`src/rtl/iorl_pkg.sv`:
```
package iorl_pkg;

   // --------------------------------
   // bus and register map
   // --------------------------------
   localparam int          ADDR_W       = 8;
   localparam int          DATA_W       = 32;
   localparam logic [7:0]  OFS_OUT_BASE = 8'h00;  // 9 words, port n at base + 4*(n-1)
   localparam logic [7:0]  OFS_DIR_BASE = 8'h40;
   localparam logic [7:0]  OFS_POL_BASE = 8'h80;
   localparam logic [7:0]  OFS_CMD      = 8'hC0;
   localparam logic [7:0]  OFS_RES      = 8'hC4;
   localparam logic [7:0]  OFS_LATCH    = 8'hC8;
   localparam logic [7:0]  REG_SPAN     = 8'h24;  // 9 words per bank

   localparam logic [7:0]  RST_OUT      = 8'h00;
   localparam logic [7:0]  RST_DIR      = 8'hFF;  // every bit an input
   localparam logic [7:0]  RST_POL      = 8'h00;  // on means high

   localparam logic [1:0]  RESP_OKAY    = 2'b00;
   localparam logic [1:0]  RESP_SLVERR  = 2'b10;

   // --------------------------------
   // port identifiers and return destinations
   // --------------------------------
   localparam int          NUM_GP       = 8;
   localparam int          PORT_W       = 8;
   localparam logic [7:0]  ID_GP_FIRST  = 8'h01;
   localparam logic [7:0]  ID_GP_LAST   = 8'h08;
   localparam logic [7:0]  ID_TRIG      = 8'h09;
   localparam logic [7:0]  ID_OUT_FLAG  = 8'h80;  // fixed-direction output view
   localparam logic [7:0]  DST_NONE     = 8'h00;
   localparam logic [7:0]  DST_VAR_LO   = 8'h01;
   localparam logic [7:0]  DST_VAR_HI   = 8'h78;
   localparam logic [7:0]  DST_IND_LO   = 8'h81;
   localparam logic [7:0]  DST_IND_HI   = 8'hF8;
   localparam logic [7:0]  DST_HOST     = 8'hFF;

   // result word fields
   localparam int          RES_DONE_BIT = 16;
   localparam int          RES_ERR_BIT  = 17;

   typedef struct packed {
      logic [7:0] dest;
      logic [7:0] port;
   } iorl_cmd_s;

   typedef struct packed {
      logic       err;
      logic       done;
      logic [7:0] dest;
      logic [7:0] data;
   } iorl_res_s;

endpackage

```
`src/rtl/iorl_top.sv`:
```
//
// Contract
// - port id 1..8 selects a general-purpose port, 9 the trigger-bus port.
// - reads accepted any time; input bits return current logical pin state.
// - bits configured as outputs return the last written value.
// - returned bits are logical; polarity maps on to high or low level.
// - fixed-direction ids: 0x03 reads input port 3, 0x82 output port 2; here 0x03 is plain port 3, output bits give written value.
// - trigger-bus reads return latched data so pulses between reads show.
// - latch is cleared after its value has been returned.
// - active level captured by the trigger latch follows that port's polarity.
// - destination 0xFF host, 0x01-0x78 variable, 0x81-0xF8 indirect, 0 discard.
// - trigger lines readable whatever their direction.
//
// Decided for this implementation: the placing of the registers and register access over AXI4-Lite.
`timescale 1ns/1ps

module iorl_top
   import iorl_pkg::*;
(
   input  wire logic                       sys_clk,
   input  wire logic                       rstn,
   input  wire logic                       ce,
   // axi4-lite slave
   input  wire logic [ADDR_W-1:0]          s_axi_awaddr,
   input  wire logic                       s_axi_awvalid,
   output logic                            s_axi_awready,
   input  wire logic [DATA_W-1:0]          s_axi_wdata,
   input  wire logic [3:0]                 s_axi_wstrb,
   input  wire logic                       s_axi_wvalid,
   output logic                            s_axi_wready,
   output logic [1:0]                      s_axi_bresp,
   output logic                            s_axi_bvalid,
   input  wire logic                       s_axi_bready,
   input  wire logic [ADDR_W-1:0]          s_axi_araddr,
   input  wire logic                       s_axi_arvalid,
   output logic                            s_axi_arready,
   output logic [DATA_W-1:0]               s_axi_rdata,
   output logic [1:0]                      s_axi_rresp,
   output logic                            s_axi_rvalid,
   input  wire logic                       s_axi_rready,
   // general-purpose pins, port n in bits [8n-1 -: 8]
   input  wire logic [NUM_GP*PORT_W-1:0]   gp_pin_i,
   output logic      [NUM_GP*PORT_W-1:0]   gp_pin_o,
   output logic      [NUM_GP*PORT_W-1:0]   gp_pin_oe_n,
   // trigger-bus lines
   input  wire logic [PORT_W-1:0]          trig_pin_i,
   output logic      [PORT_W-1:0]          trig_pin_o,
   output logic      [PORT_W-1:0]          trig_pin_oe_n,
   // results routed to program variables
   output logic                            var_wr_valid,
   output logic                            var_wr_indirect,
   output logic [7:0]                      var_wr_dest,
   output logic [7:0]                      var_wr_data
);

   localparam int NPORT = NUM_GP + 1;

   // --------------------------------
   // state
   // --------------------------------
   logic [PORT_W-1:0]          out_reg [NPORT];
   logic [PORT_W-1:0]          dir_reg [NPORT];
   logic [PORT_W-1:0]          pol_reg [NPORT];
   iorl_cmd_s                  cmd_reg;
   logic                       go_reg;
   iorl_res_s                  res_reg;
   logic [ADDR_W-1:0]          awaddr_reg;
   logic [DATA_W-1:0]          wdata_reg;
   logic [3:0]                 wstrb_reg;
   logic                       aw_got_reg;
   logic                       w_got_reg;
   logic [NUM_GP*PORT_W-1:0]   gp_sync;
   logic [PORT_W-1:0]          trig_sync;
   logic [PORT_W-1:0]          trig_latch;
   logic [PORT_W-1:0]          trig_active;
   logic                       trig_clr;

   // --------------------------------
   // pin inputs
   // --------------------------------
   iorl_sync #(.W(NUM_GP*PORT_W)) u_gp_sync
   (
      .sys_clk (sys_clk),
      .rstn    (rstn),
      .ce      (ce),
      .d       (gp_pin_i),
      .q       (gp_sync)
   );

   // lines sampled even while driven, so they always read back
   iorl_sync #(.W(PORT_W)) u_trig_sync
   (
      .sys_clk (sys_clk),
      .rstn    (rstn),
      .ce      (ce),
      .d       (trig_pin_i),
      .q       (trig_sync)
   );

   // polarity decides which level counts as active for capture
   assign trig_active = trig_sync ^ pol_reg[NUM_GP];

   iorl_trig_latch #(.W(PORT_W)) u_trig_latch
   (
      .sys_clk (sys_clk),
      .rstn    (rstn),
      .ce      (ce),
      .active  (trig_active),
      .clr     (trig_clr),
      .q       (trig_latch)
   );

   // --------------------------------
   // address decode helpers
   // --------------------------------
   function automatic logic in_bank(input logic [7:0] a, input logic [7:0] base);
      return (a >= base) && (a < base + REG_SPAN) && (a[1:0] == 2'b00);
   endfunction

   function automatic int bank_idx(input logic [7:0] a, input logic [7:0] base);
      logic [7:0] off;
      off = a - base;
      return int'(off[7:2]);
   endfunction

   function automatic logic dest_ok(input logic [7:0] d);
      return (d == DST_NONE) || (d == DST_HOST)
          || (d >= DST_VAR_LO && d <= DST_VAR_HI)
          || (d >= DST_IND_LO && d <= DST_IND_HI);
   endfunction

   function automatic logic port_ok(input logic [7:0] p);
      logic [7:0] low;
      low = p & ~ID_OUT_FLAG;
      if (p[7])
         return low >= ID_GP_FIRST && low <= ID_GP_LAST;
      return p >= ID_GP_FIRST && p <= ID_TRIG;
   endfunction

   // --------------------------------
   // axi write channel
   // --------------------------------
   logic wr_fire;
   assign wr_fire = aw_got_reg && w_got_reg && !s_axi_bvalid;
   logic wr_hit;
   assign wr_hit = in_bank(awaddr_reg, OFS_OUT_BASE) || in_bank(awaddr_reg, OFS_DIR_BASE)
                || in_bank(awaddr_reg, OFS_POL_BASE) || awaddr_reg == OFS_CMD;

   // address and data caught independently, in either order
   always_ff @(posedge sys_clk or negedge rstn)
   begin
      if (!rstn)
      begin
         s_axi_awready <= 1'b1;
         s_axi_wready  <= 1'b1;
         aw_got_reg    <= 1'b0;
         w_got_reg     <= 1'b0;
         awaddr_reg    <= '0;
         wdata_reg     <= '0;
         wstrb_reg     <= '0;
         s_axi_bvalid  <= 1'b0;
         s_axi_bresp   <= RESP_OKAY;
      end
      else if (ce)
      begin
         if (s_axi_awvalid && s_axi_awready)
         begin
            awaddr_reg    <= s_axi_awaddr;
            aw_got_reg    <= 1'b1;
            s_axi_awready <= 1'b0;
         end
         if (s_axi_wvalid && s_axi_wready)
         begin
            wdata_reg    <= s_axi_wdata;
            wstrb_reg    <= s_axi_wstrb;
            w_got_reg    <= 1'b1;
            s_axi_wready <= 1'b0;
         end
         if (wr_fire)
         begin
            s_axi_bvalid <= 1'b1;
            s_axi_bresp  <= wr_hit ? RESP_OKAY : RESP_SLVERR;
         end
         if (s_axi_bvalid && s_axi_bready)
         begin
            s_axi_bvalid  <= 1'b0;
            aw_got_reg    <= 1'b0;
            w_got_reg     <= 1'b0;
            s_axi_awready <= 1'b1;
            s_axi_wready  <= 1'b1;
         end
      end
   end

   // configuration registers; only byte lane 0 holds data
   always_ff @(posedge sys_clk or negedge rstn)
   begin
      if (!rstn)
      begin
         for (int i = 0; i < NPORT; i++)
         begin
            out_reg[i] <= RST_OUT;
            dir_reg[i] <= RST_DIR;
            pol_reg[i] <= RST_POL;
         end
      end
      else if (ce && wr_fire && wstrb_reg[0])
      begin
         if (in_bank(awaddr_reg, OFS_OUT_BASE))
            out_reg[bank_idx(awaddr_reg, OFS_OUT_BASE)] <= wdata_reg[7:0];
         if (in_bank(awaddr_reg, OFS_DIR_BASE))
            dir_reg[bank_idx(awaddr_reg, OFS_DIR_BASE)] <= wdata_reg[7:0];
         if (in_bank(awaddr_reg, OFS_POL_BASE))
            pol_reg[bank_idx(awaddr_reg, OFS_POL_BASE)] <= wdata_reg[7:0];
      end
   end

   // a command write with byte lanes 0 and 1 both strobed launches a read; a newer one simply follows
   always_ff @(posedge sys_clk or negedge rstn)
   begin
      if (!rstn)
      begin
         cmd_reg <= '0;
         go_reg  <= 1'b0;
      end
      else if (ce)
      begin
         go_reg <= 1'b0;
         if (wr_fire && awaddr_reg == OFS_CMD && (&wstrb_reg[1:0]))
         begin
            cmd_reg <= iorl_cmd_s'(wdata_reg[15:0]);
            go_reg  <= 1'b1;
         end
      end
   end

   // --------------------------------
   // port read execution
   // --------------------------------
   logic            cmd_ok;
   logic [7:0]      sel_low;
   logic [3:0]      sel_idx;
   logic [7:0]      rd_val;

   assign cmd_ok  = port_ok(cmd_reg.port) && dest_ok(cmd_reg.dest);
   assign sel_low = cmd_reg.port & ~ID_OUT_FLAG;
   assign sel_idx = sel_low[3:0] - 4'h1;

   // clear only on a good trigger-bus read, never on a rejected one
   assign trig_clr = go_reg && cmd_ok && cmd_reg.port == ID_TRIG;

   // logical value of the selected port
   always_comb
   begin
      rd_val = '0;
      if (cmd_reg.port == ID_TRIG)
         rd_val = trig_latch;
      else if (cmd_reg.port[7])
         rd_val = out_reg[sel_idx];
      else if (sel_idx < 4'(NUM_GP))
         for (int b = 0; b < PORT_W; b++)
            rd_val[b] = dir_reg[sel_idx][b]
                      ? gp_sync[sel_idx*PORT_W+b] ^ pol_reg[sel_idx][b]
                      : out_reg[sel_idx][b];
   end

   // result word and routing to program variables
   always_ff @(posedge sys_clk or negedge rstn)
   begin
      if (!rstn)
      begin
         res_reg         <= '0;
         var_wr_valid    <= 1'b0;
         var_wr_indirect <= 1'b0;
         var_wr_dest     <= '0;
         var_wr_data     <= '0;
      end
      else if (ce)
      begin
         var_wr_valid <= 1'b0;
         if (go_reg)
         begin
            res_reg.done <= 1'b1;
            res_reg.err  <= !cmd_ok;
            res_reg.dest <= cmd_reg.dest;
            // discarded or rejected reads leave no data behind
            res_reg.data <= (cmd_ok && cmd_reg.dest != DST_NONE) ? rd_val : '0;
            if (cmd_ok && cmd_reg.dest != DST_NONE && cmd_reg.dest != DST_HOST)
            begin
               var_wr_valid    <= 1'b1;
               var_wr_indirect <= cmd_reg.dest[7];
               var_wr_dest     <= cmd_reg.dest;
               var_wr_data     <= rd_val;
            end
         end
         else if (wr_fire && awaddr_reg == OFS_CMD)
            res_reg.done <= 1'b0;
      end
   end

   // --------------------------------
   // pin drive: outputs carry logical value through polarity
   // --------------------------------
   always_ff @(posedge sys_clk or negedge rstn)
   begin
      if (!rstn)
      begin
         gp_pin_o      <= '0;
         gp_pin_oe_n   <= '1;
         trig_pin_o    <= '0;
         trig_pin_oe_n <= '1;
      end
      else if (ce)
      begin
         for (int p = 0; p < NUM_GP; p++)
         begin
            gp_pin_o[p*PORT_W +: PORT_W]    <= out_reg[p] ^ pol_reg[p];
            gp_pin_oe_n[p*PORT_W +: PORT_W] <= dir_reg[p];
         end
         trig_pin_o    <= out_reg[NUM_GP] ^ pol_reg[NUM_GP];
         trig_pin_oe_n <= dir_reg[NUM_GP];
      end
   end

   // --------------------------------
   // axi read channel
   // --------------------------------
   always_ff @(posedge sys_clk or negedge rstn)
   begin
      if (!rstn)
      begin
         s_axi_arready <= 1'b1;
         s_axi_rvalid  <= 1'b0;
         s_axi_rdata   <= '0;
         s_axi_rresp   <= RESP_OKAY;
      end
      else if (ce)
      begin
         if (s_axi_arvalid && s_axi_arready)
         begin
            s_axi_arready <= 1'b0;
            s_axi_rvalid  <= 1'b1;
            s_axi_rresp   <= RESP_OKAY;
            s_axi_rdata   <= '0;
            // looking at the latch here never clears it
            if (in_bank(s_axi_araddr, OFS_OUT_BASE))
               s_axi_rdata[7:0] <= out_reg[bank_idx(s_axi_araddr, OFS_OUT_BASE)];
            else if (in_bank(s_axi_araddr, OFS_DIR_BASE))
               s_axi_rdata[7:0] <= dir_reg[bank_idx(s_axi_araddr, OFS_DIR_BASE)];
            else if (in_bank(s_axi_araddr, OFS_POL_BASE))
               s_axi_rdata[7:0] <= pol_reg[bank_idx(s_axi_araddr, OFS_POL_BASE)];
            else if (s_axi_araddr == OFS_CMD)
               s_axi_rdata[15:0] <= cmd_reg;
            else if (s_axi_araddr == OFS_RES)
               s_axi_rdata[RES_ERR_BIT:0] <= res_reg;
            else if (s_axi_araddr == OFS_LATCH)
               s_axi_rdata[7:0] <= trig_latch;
            else
               s_axi_rresp <= RESP_SLVERR;
         end
         if (s_axi_rvalid && s_axi_rready)
         begin
            s_axi_rvalid  <= 1'b0;
            s_axi_arready <= 1'b1;
         end
      end
   end

endmodule

```
`src/rtl/iorl_sync.sv`:
```
`timescale 1ns/1ps

// two-flop synchroniser bank for pin inputs
module iorl_sync
   import iorl_pkg::*;
#(
   parameter int W = 8
)
(
   input  wire logic         sys_clk,
   input  wire logic         rstn,
   input  wire logic         ce,
   input  wire logic [W-1:0] d,
   output logic      [W-1:0] q
);

   logic [W-1:0] meta_reg;

   // first stage feeds only the second stage
   always_ff @(posedge sys_clk or negedge rstn)
   begin
      if (!rstn)
      begin
         meta_reg <= '0;
         q        <= '0;
      end
      else if (ce)
      begin
         meta_reg <= d;
         q        <= meta_reg;
      end
   end

endmodule

```
`src/rtl/iorl_trig_latch.sv`:
```
`timescale 1ns/1ps

// sticky capture of active trigger-bus pulses
module iorl_trig_latch
   import iorl_pkg::*;
#(
   parameter int W = 8
)
(
   input  wire logic         sys_clk,
   input  wire logic         rstn,
   input  wire logic         ce,
   input  wire logic [W-1:0] active,
   input  wire logic         clr,
   output logic      [W-1:0] q
);

   // a pulse in the clearing cycle survives: set wins over clear
   always_ff @(posedge sys_clk or negedge rstn)
   begin
      if (!rstn)
         q <= '0;
      else if (ce)
         q <= (clr ? '0 : q) | active;
   end

endmodule

```
`config.mk`:
```
export PLATFORM = sky130hd
export DESIGN_NAME = iorl_top
export DESIGN_NICKNAME = d
export VERILOG_FILES = /design/src/rtl/iorl_pkg.sv /design/src/rtl/iorl_top.sv /design/src/rtl/iorl_sync.sv /design/src/rtl/iorl_trig_latch.sv
export SDC_FILE = /design/constraint.sdc
export NUM_CORES = 1
export LEC_CHECK = 0
export BUFFER_PORTS_ARGS = -buffer_cell sky130_fd_sc_hd__buf_2
export CELL_PAD_IN_SITES_DETAIL_PLACEMENT = 0
export CELL_PAD_IN_SITES_GLOBAL_PLACEMENT = 2
export CORE_UTILIZATION = 37
export CTS_CLUSTER_SIZE = 16
export DETAILED_ROUTE_END_ITERATION = 10
export GPL_TIMING_DRIVEN = 1
export MAX_ROUTING_LAYER = met4
export PLACE_DENSITY_LB_ADDON = 0.1
export SLEW_MARGIN = 20
export SYNTH_ARGS = -nofsm -noshare
export SYNTH_HDL_FRONTEND = slang
export SYNTH_SLANG_ARGS = --single-unit
```
`constraint.sdc`:
```
create_clock -name sys_clk -period 2.5 [get_ports sys_clk]
set_input_delay 0.5 -clock sys_clk [delete_from_list [all_inputs] [get_ports sys_clk]]
set_output_delay 0.5 -clock sys_clk [all_outputs]
set_load 0.01 [all_outputs]
```
==> flow_summary.toml <==
[worst_setup_path]
critical_path_cell_by_cell = "inv_2 > ha_4 > buf_12 > mux4_2 > mux2_4 > a221oi_4 > o41ai_4 > o21a_1 > mux2_4"
crit_path_to = "var_wr_data[5]"
regToRegSetupSlack_ns = -0.03
required_ns = 2.99
timing.critical_path.fanout_max = 5
ff2ff_path_depth = 9
cp.arrival_ns = 3.02
critical_path_type = "flip-flop to flip-flop"
critical_path.slowest_cell = "sky130_fd_sc_hd__dfrtp_2"
critPathLaunchType = "flip-flop"
worstReg2RegStart = "cmd_reg[0]"
slowest_delay_ns = 0.39
reg_to_reg_endpoint = "var_wr_data[5]"
cp-startpoint = "cmd_reg[0]"
worst_setup_path_end_kind = "flip-flop"
crit_path_frequent_cell = "sky130_fd_sc_hd__mux2_4"

[hold_path]
hold_class = "primary input to flip-flop"

[floorplan]
die_w_um = 280
std_cell_rows = 101
dieArea_um2 = 78200
ios = 335
die_h_um = 280
floorplan.initialDensity_pct = 37.5
floorplan.core_area_um2 = 76100

[cts]
worst_skew_pair.late_latency_ns = 0.63
tritoncts.num_buffers = 72
tritoncts_num_sinks = 617
cts_tree = "built"
path_clk_slew_ns = 0.06
cts_max_path_buffers = 3
h_tree_depth = 3
ctsRootBufferMaster = "sky130_fd_sc_hd__clkbuf_16"

[synthesis]
synth_ff_type = "sky130_fd_sc_hd__dfrtp_1"
synthesis.area_um2 = 28500
synthesized_netlist_cell_count = 2124
average_cell_area_after_synthesis_um2 = 13.4
yosys.area.top_type_share_pct = 41.2
yosysTopAreaCell = "sky130_fd_sc_hd__dfrtp_1"
number_of_synthesized_flops_with_an_enable_pin = 0
seq_area_frac_synth_pct = 54.8
yosys-top-cells-area = "sky130_fd_sc_hd__dfrtp_1 (41%), sky130_fd_sc_hd__mux2_2 (19%), sky130_fd_sc_hd__dfstp_2 (14%)"
ys_async_sr_fraction_pct = 100
yosysWarningCount = 0
ys_seq_elements = 617
synth_cell_type_count = 67

[timing]
report.final.hold_viol_count = 0
setup_ws_ns = -0.0307
timing.final.max_slew_violations = 0
number_of_failing_setup_endpoints_in_the_final_timing_report = 3
skew_ns = 0.0273
post-route-min-period_ns = 2.53
fin_setup_tns_ns = -0.0576
final.period_utilization_pct = 101
max_slew_margin_pct = 41.4
timing.fmax_mhz = 395
worst_slew_pin_slew_ns = 0.878
rsz0062_at_grt = "true"

[placed_design]
place.gp.congestion = 0.922
portBuffers = 300
dp_slack_ns = -0.356
post_dp_cell_area_um2 = 32700
detailedPlacementHpwl_mm = 71.6

[drt]
finalWirelength_mm = 95.1
via_to_cell_ratio = 5.24
drt_iter0_markers = 1252
final_antenna_net_count = 0
routedWlPerCell_um = 25.9
drtPass1Iterations = 6
drc_errors = 0
detailroute.via_count = 19223

[finish]
multi_input_combinational_cell_area_um2 = 12400
layout.cells.most_common_list = "sky130_fd_sc_hd__mux2_2 (483), sky130_fd_sc_hd__dfrtp_1 (469), sky130_fd_sc_hd__buf_2 (296)"
final_layout_size_suffix_gt1_share_pct = 52.9
layout.nets = 2715
areaGrowthSynthToFinish_pct = 24.2
final_util_pct = 46.6
mostFrequentLayoutCell = "sky130_fd_sc_hd__mux2_2"
fill_cells = 6994
layout.area.seq_um2 = 15600
layout.cell_area.non_filler_um2 = 35400

[grt]
vias_in_the_first_global_route = 20023
global_route.overflow_total = 0
global_router_s_overall_resource_usage_pct = 25.3
global_route_wire_length_before_repair_mm = 140
antenna_found_initial = 2
grt_start_max_net_pins = 162

[power_and_ir_drop]
total_power_w = 0.0265
p_leak_nw = 15.8
cellPowerDensity_nw_per_um2 = 749
worst_ir_drop_on_vdd_v = 0.000499

[run]
max-cap-violations = 0

[status]
violations_in_the_final_reports = "negative setup slack"
status = "finished with violations"
-- critical path, delay by kind of cell, from the launching register on --
kind | cells | cell delay [ns]
muxes | 3 | 0.88
AOI/OAI and AO/OA | 3 | 0.66
DFF | 1 | 0.39
adders and majority gates | 1 | 0.29
buffers and inverters | 2 | 0.18
-- metrics by stage --
step,instances,hold WS (ns)
after floorplan,2139,0.204
after global placement,3526,0.459
after detailed placement,3526,0.466
after CTS,3662,0.0665
after global routing,3671,0.0983
final,3672,0.106
-- power by group --
part | internal (W) | switching [W]
Sequential | 0.0109 | 0.000766
Combinational | 0.00155 | 0.00232
Clock | 0.00668 | 0.00435
Total | 0.0191 | 0.00744
-- cells by family (layout without fill, tap and decap cells) --
family                   Yosys count  in the layout  share of synthesized area, %
adder cells (fa/ha/maj)            2              2                        0.0877
XOR/XNOR                         146            146                          4.53
AO/OA/AOI/OAI                    267            267                          5.91
other                              1             17                        0.0131
AND/OR/NAND/NOR                  347            347                          6.01
buffers and inverters            149            651                          2.39
multiplexers                     595            595                          26.3
flip-flops                       617            617                          54.8
-- worst min-delay path by stage --
stage | startpoint | cells after the start | to
floorplan | rstn | 0 | aw_got_reg
global placement | var_wr_dest[5] | 2 | var_wr_dest[5]
detailed placement | s_axi_rdata[8] | 2 | s_axi_rdata[8]
CTS | gp_pin_i[24] | 2 | u_gp_sync.meta_reg[24]
global route | s_axi_rready | 2 | s_axi_rvalid
finish | s_axi_rready | 2 | s_axi_rvalid
-- cells in the mapped netlist, types with 3 or more instances --
cell / number
sky130_fd_sc_hd__o22a_1: 4
sky130_fd_sc_hd__mux2_2: 485
sky130_fd_sc_hd__mux2i_1: 34
sky130_fd_sc_hd__buf_4: 21
sky130_fd_sc_hd__nand2_1: 119
sky130_fd_sc_hd__o22ai_1: 22
sky130_fd_sc_hd__nand2b_1: 4
sky130_fd_sc_hd__a21oi_1: 117
sky130_fd_sc_hd__mux4_2: 75
sky130_fd_sc_hd__nor2_1: 126
sky130_fd_sc_hd__xor2_1: 8
sky130_fd_sc_hd__xnor2_1: 136
sky130_fd_sc_hd__clkbuf_1: 74
sky130_fd_sc_hd__nor4_2: 3
sky130_fd_sc_hd__buf_1: 16
sky130_fd_sc_hd__buf_2: 24
sky130_fd_sc_hd__o31ai_1: 21
sky130_fd_sc_hd__a31oi_1: 5
sky130_fd_sc_hd__nand3_1: 7
sky130_fd_sc_hd__dfrtp_1: 470
sky130_fd_sc_hd__and2_1: 3
sky130_fd_sc_hd__nor2_8: 9
sky130_fd_sc_hd__a211oi_1: 22
sky130_fd_sc_hd__a2111oi_0: 7
sky130_fd_sc_hd__nand4_1: 3
sky130_fd_sc_hd__nor2_2: 19
sky130_fd_sc_hd__nor3_1: 15
sky130_fd_sc_hd__a22o_1: 10
sky130_fd_sc_hd__inv_1: 10
sky130_fd_sc_hd__dfstp_2: 147
sky130_fd_sc_hd__or3_1: 7
sky130_fd_sc_hd__o32ai_1: 5
sky130_fd_sc_hd__nor3b_1: 10
sky130_fd_sc_hd__nor2b_1: 5
sky130_fd_sc_hd__o21ai_0: 27
sky130_fd_sc_hd__a32o_1: 3
sky130_fd_sc_hd__nor4_1: 4
sky130_fd_sc_hd__a221oi_1: 9
-- final cells by class --
cell class,count,area share [%]
Clock inverter,28,1.05
Antenna cell,1,0.00706
Sequential cell,617,44.1
Multi-Input combinational cell,1373,35.1
Inverter,12,0.127
Tap cell,1030,3.64
Timing Repair Buffer,505,9.93
Clock buffer,106,6.02
-- metal layers --
layer	share of wire (%)	global-route usage (%)
met1	44	33.5
met2	50	41.7
met3	3.6	2.91
met4	2.0	6.05
met5	0	-
-- repair_timing --
item / CTS / global route
pin swaps: 2 / 2
resized for setup: 14 / 23
endpoints found under the hold margin: 31 / 0
hold buffers: 1 / 0
setup buffers: 2 / 9
endpoints found under the setup margin: 27 / 32
No activity file was read; power rests on OpenSTA's default activity.
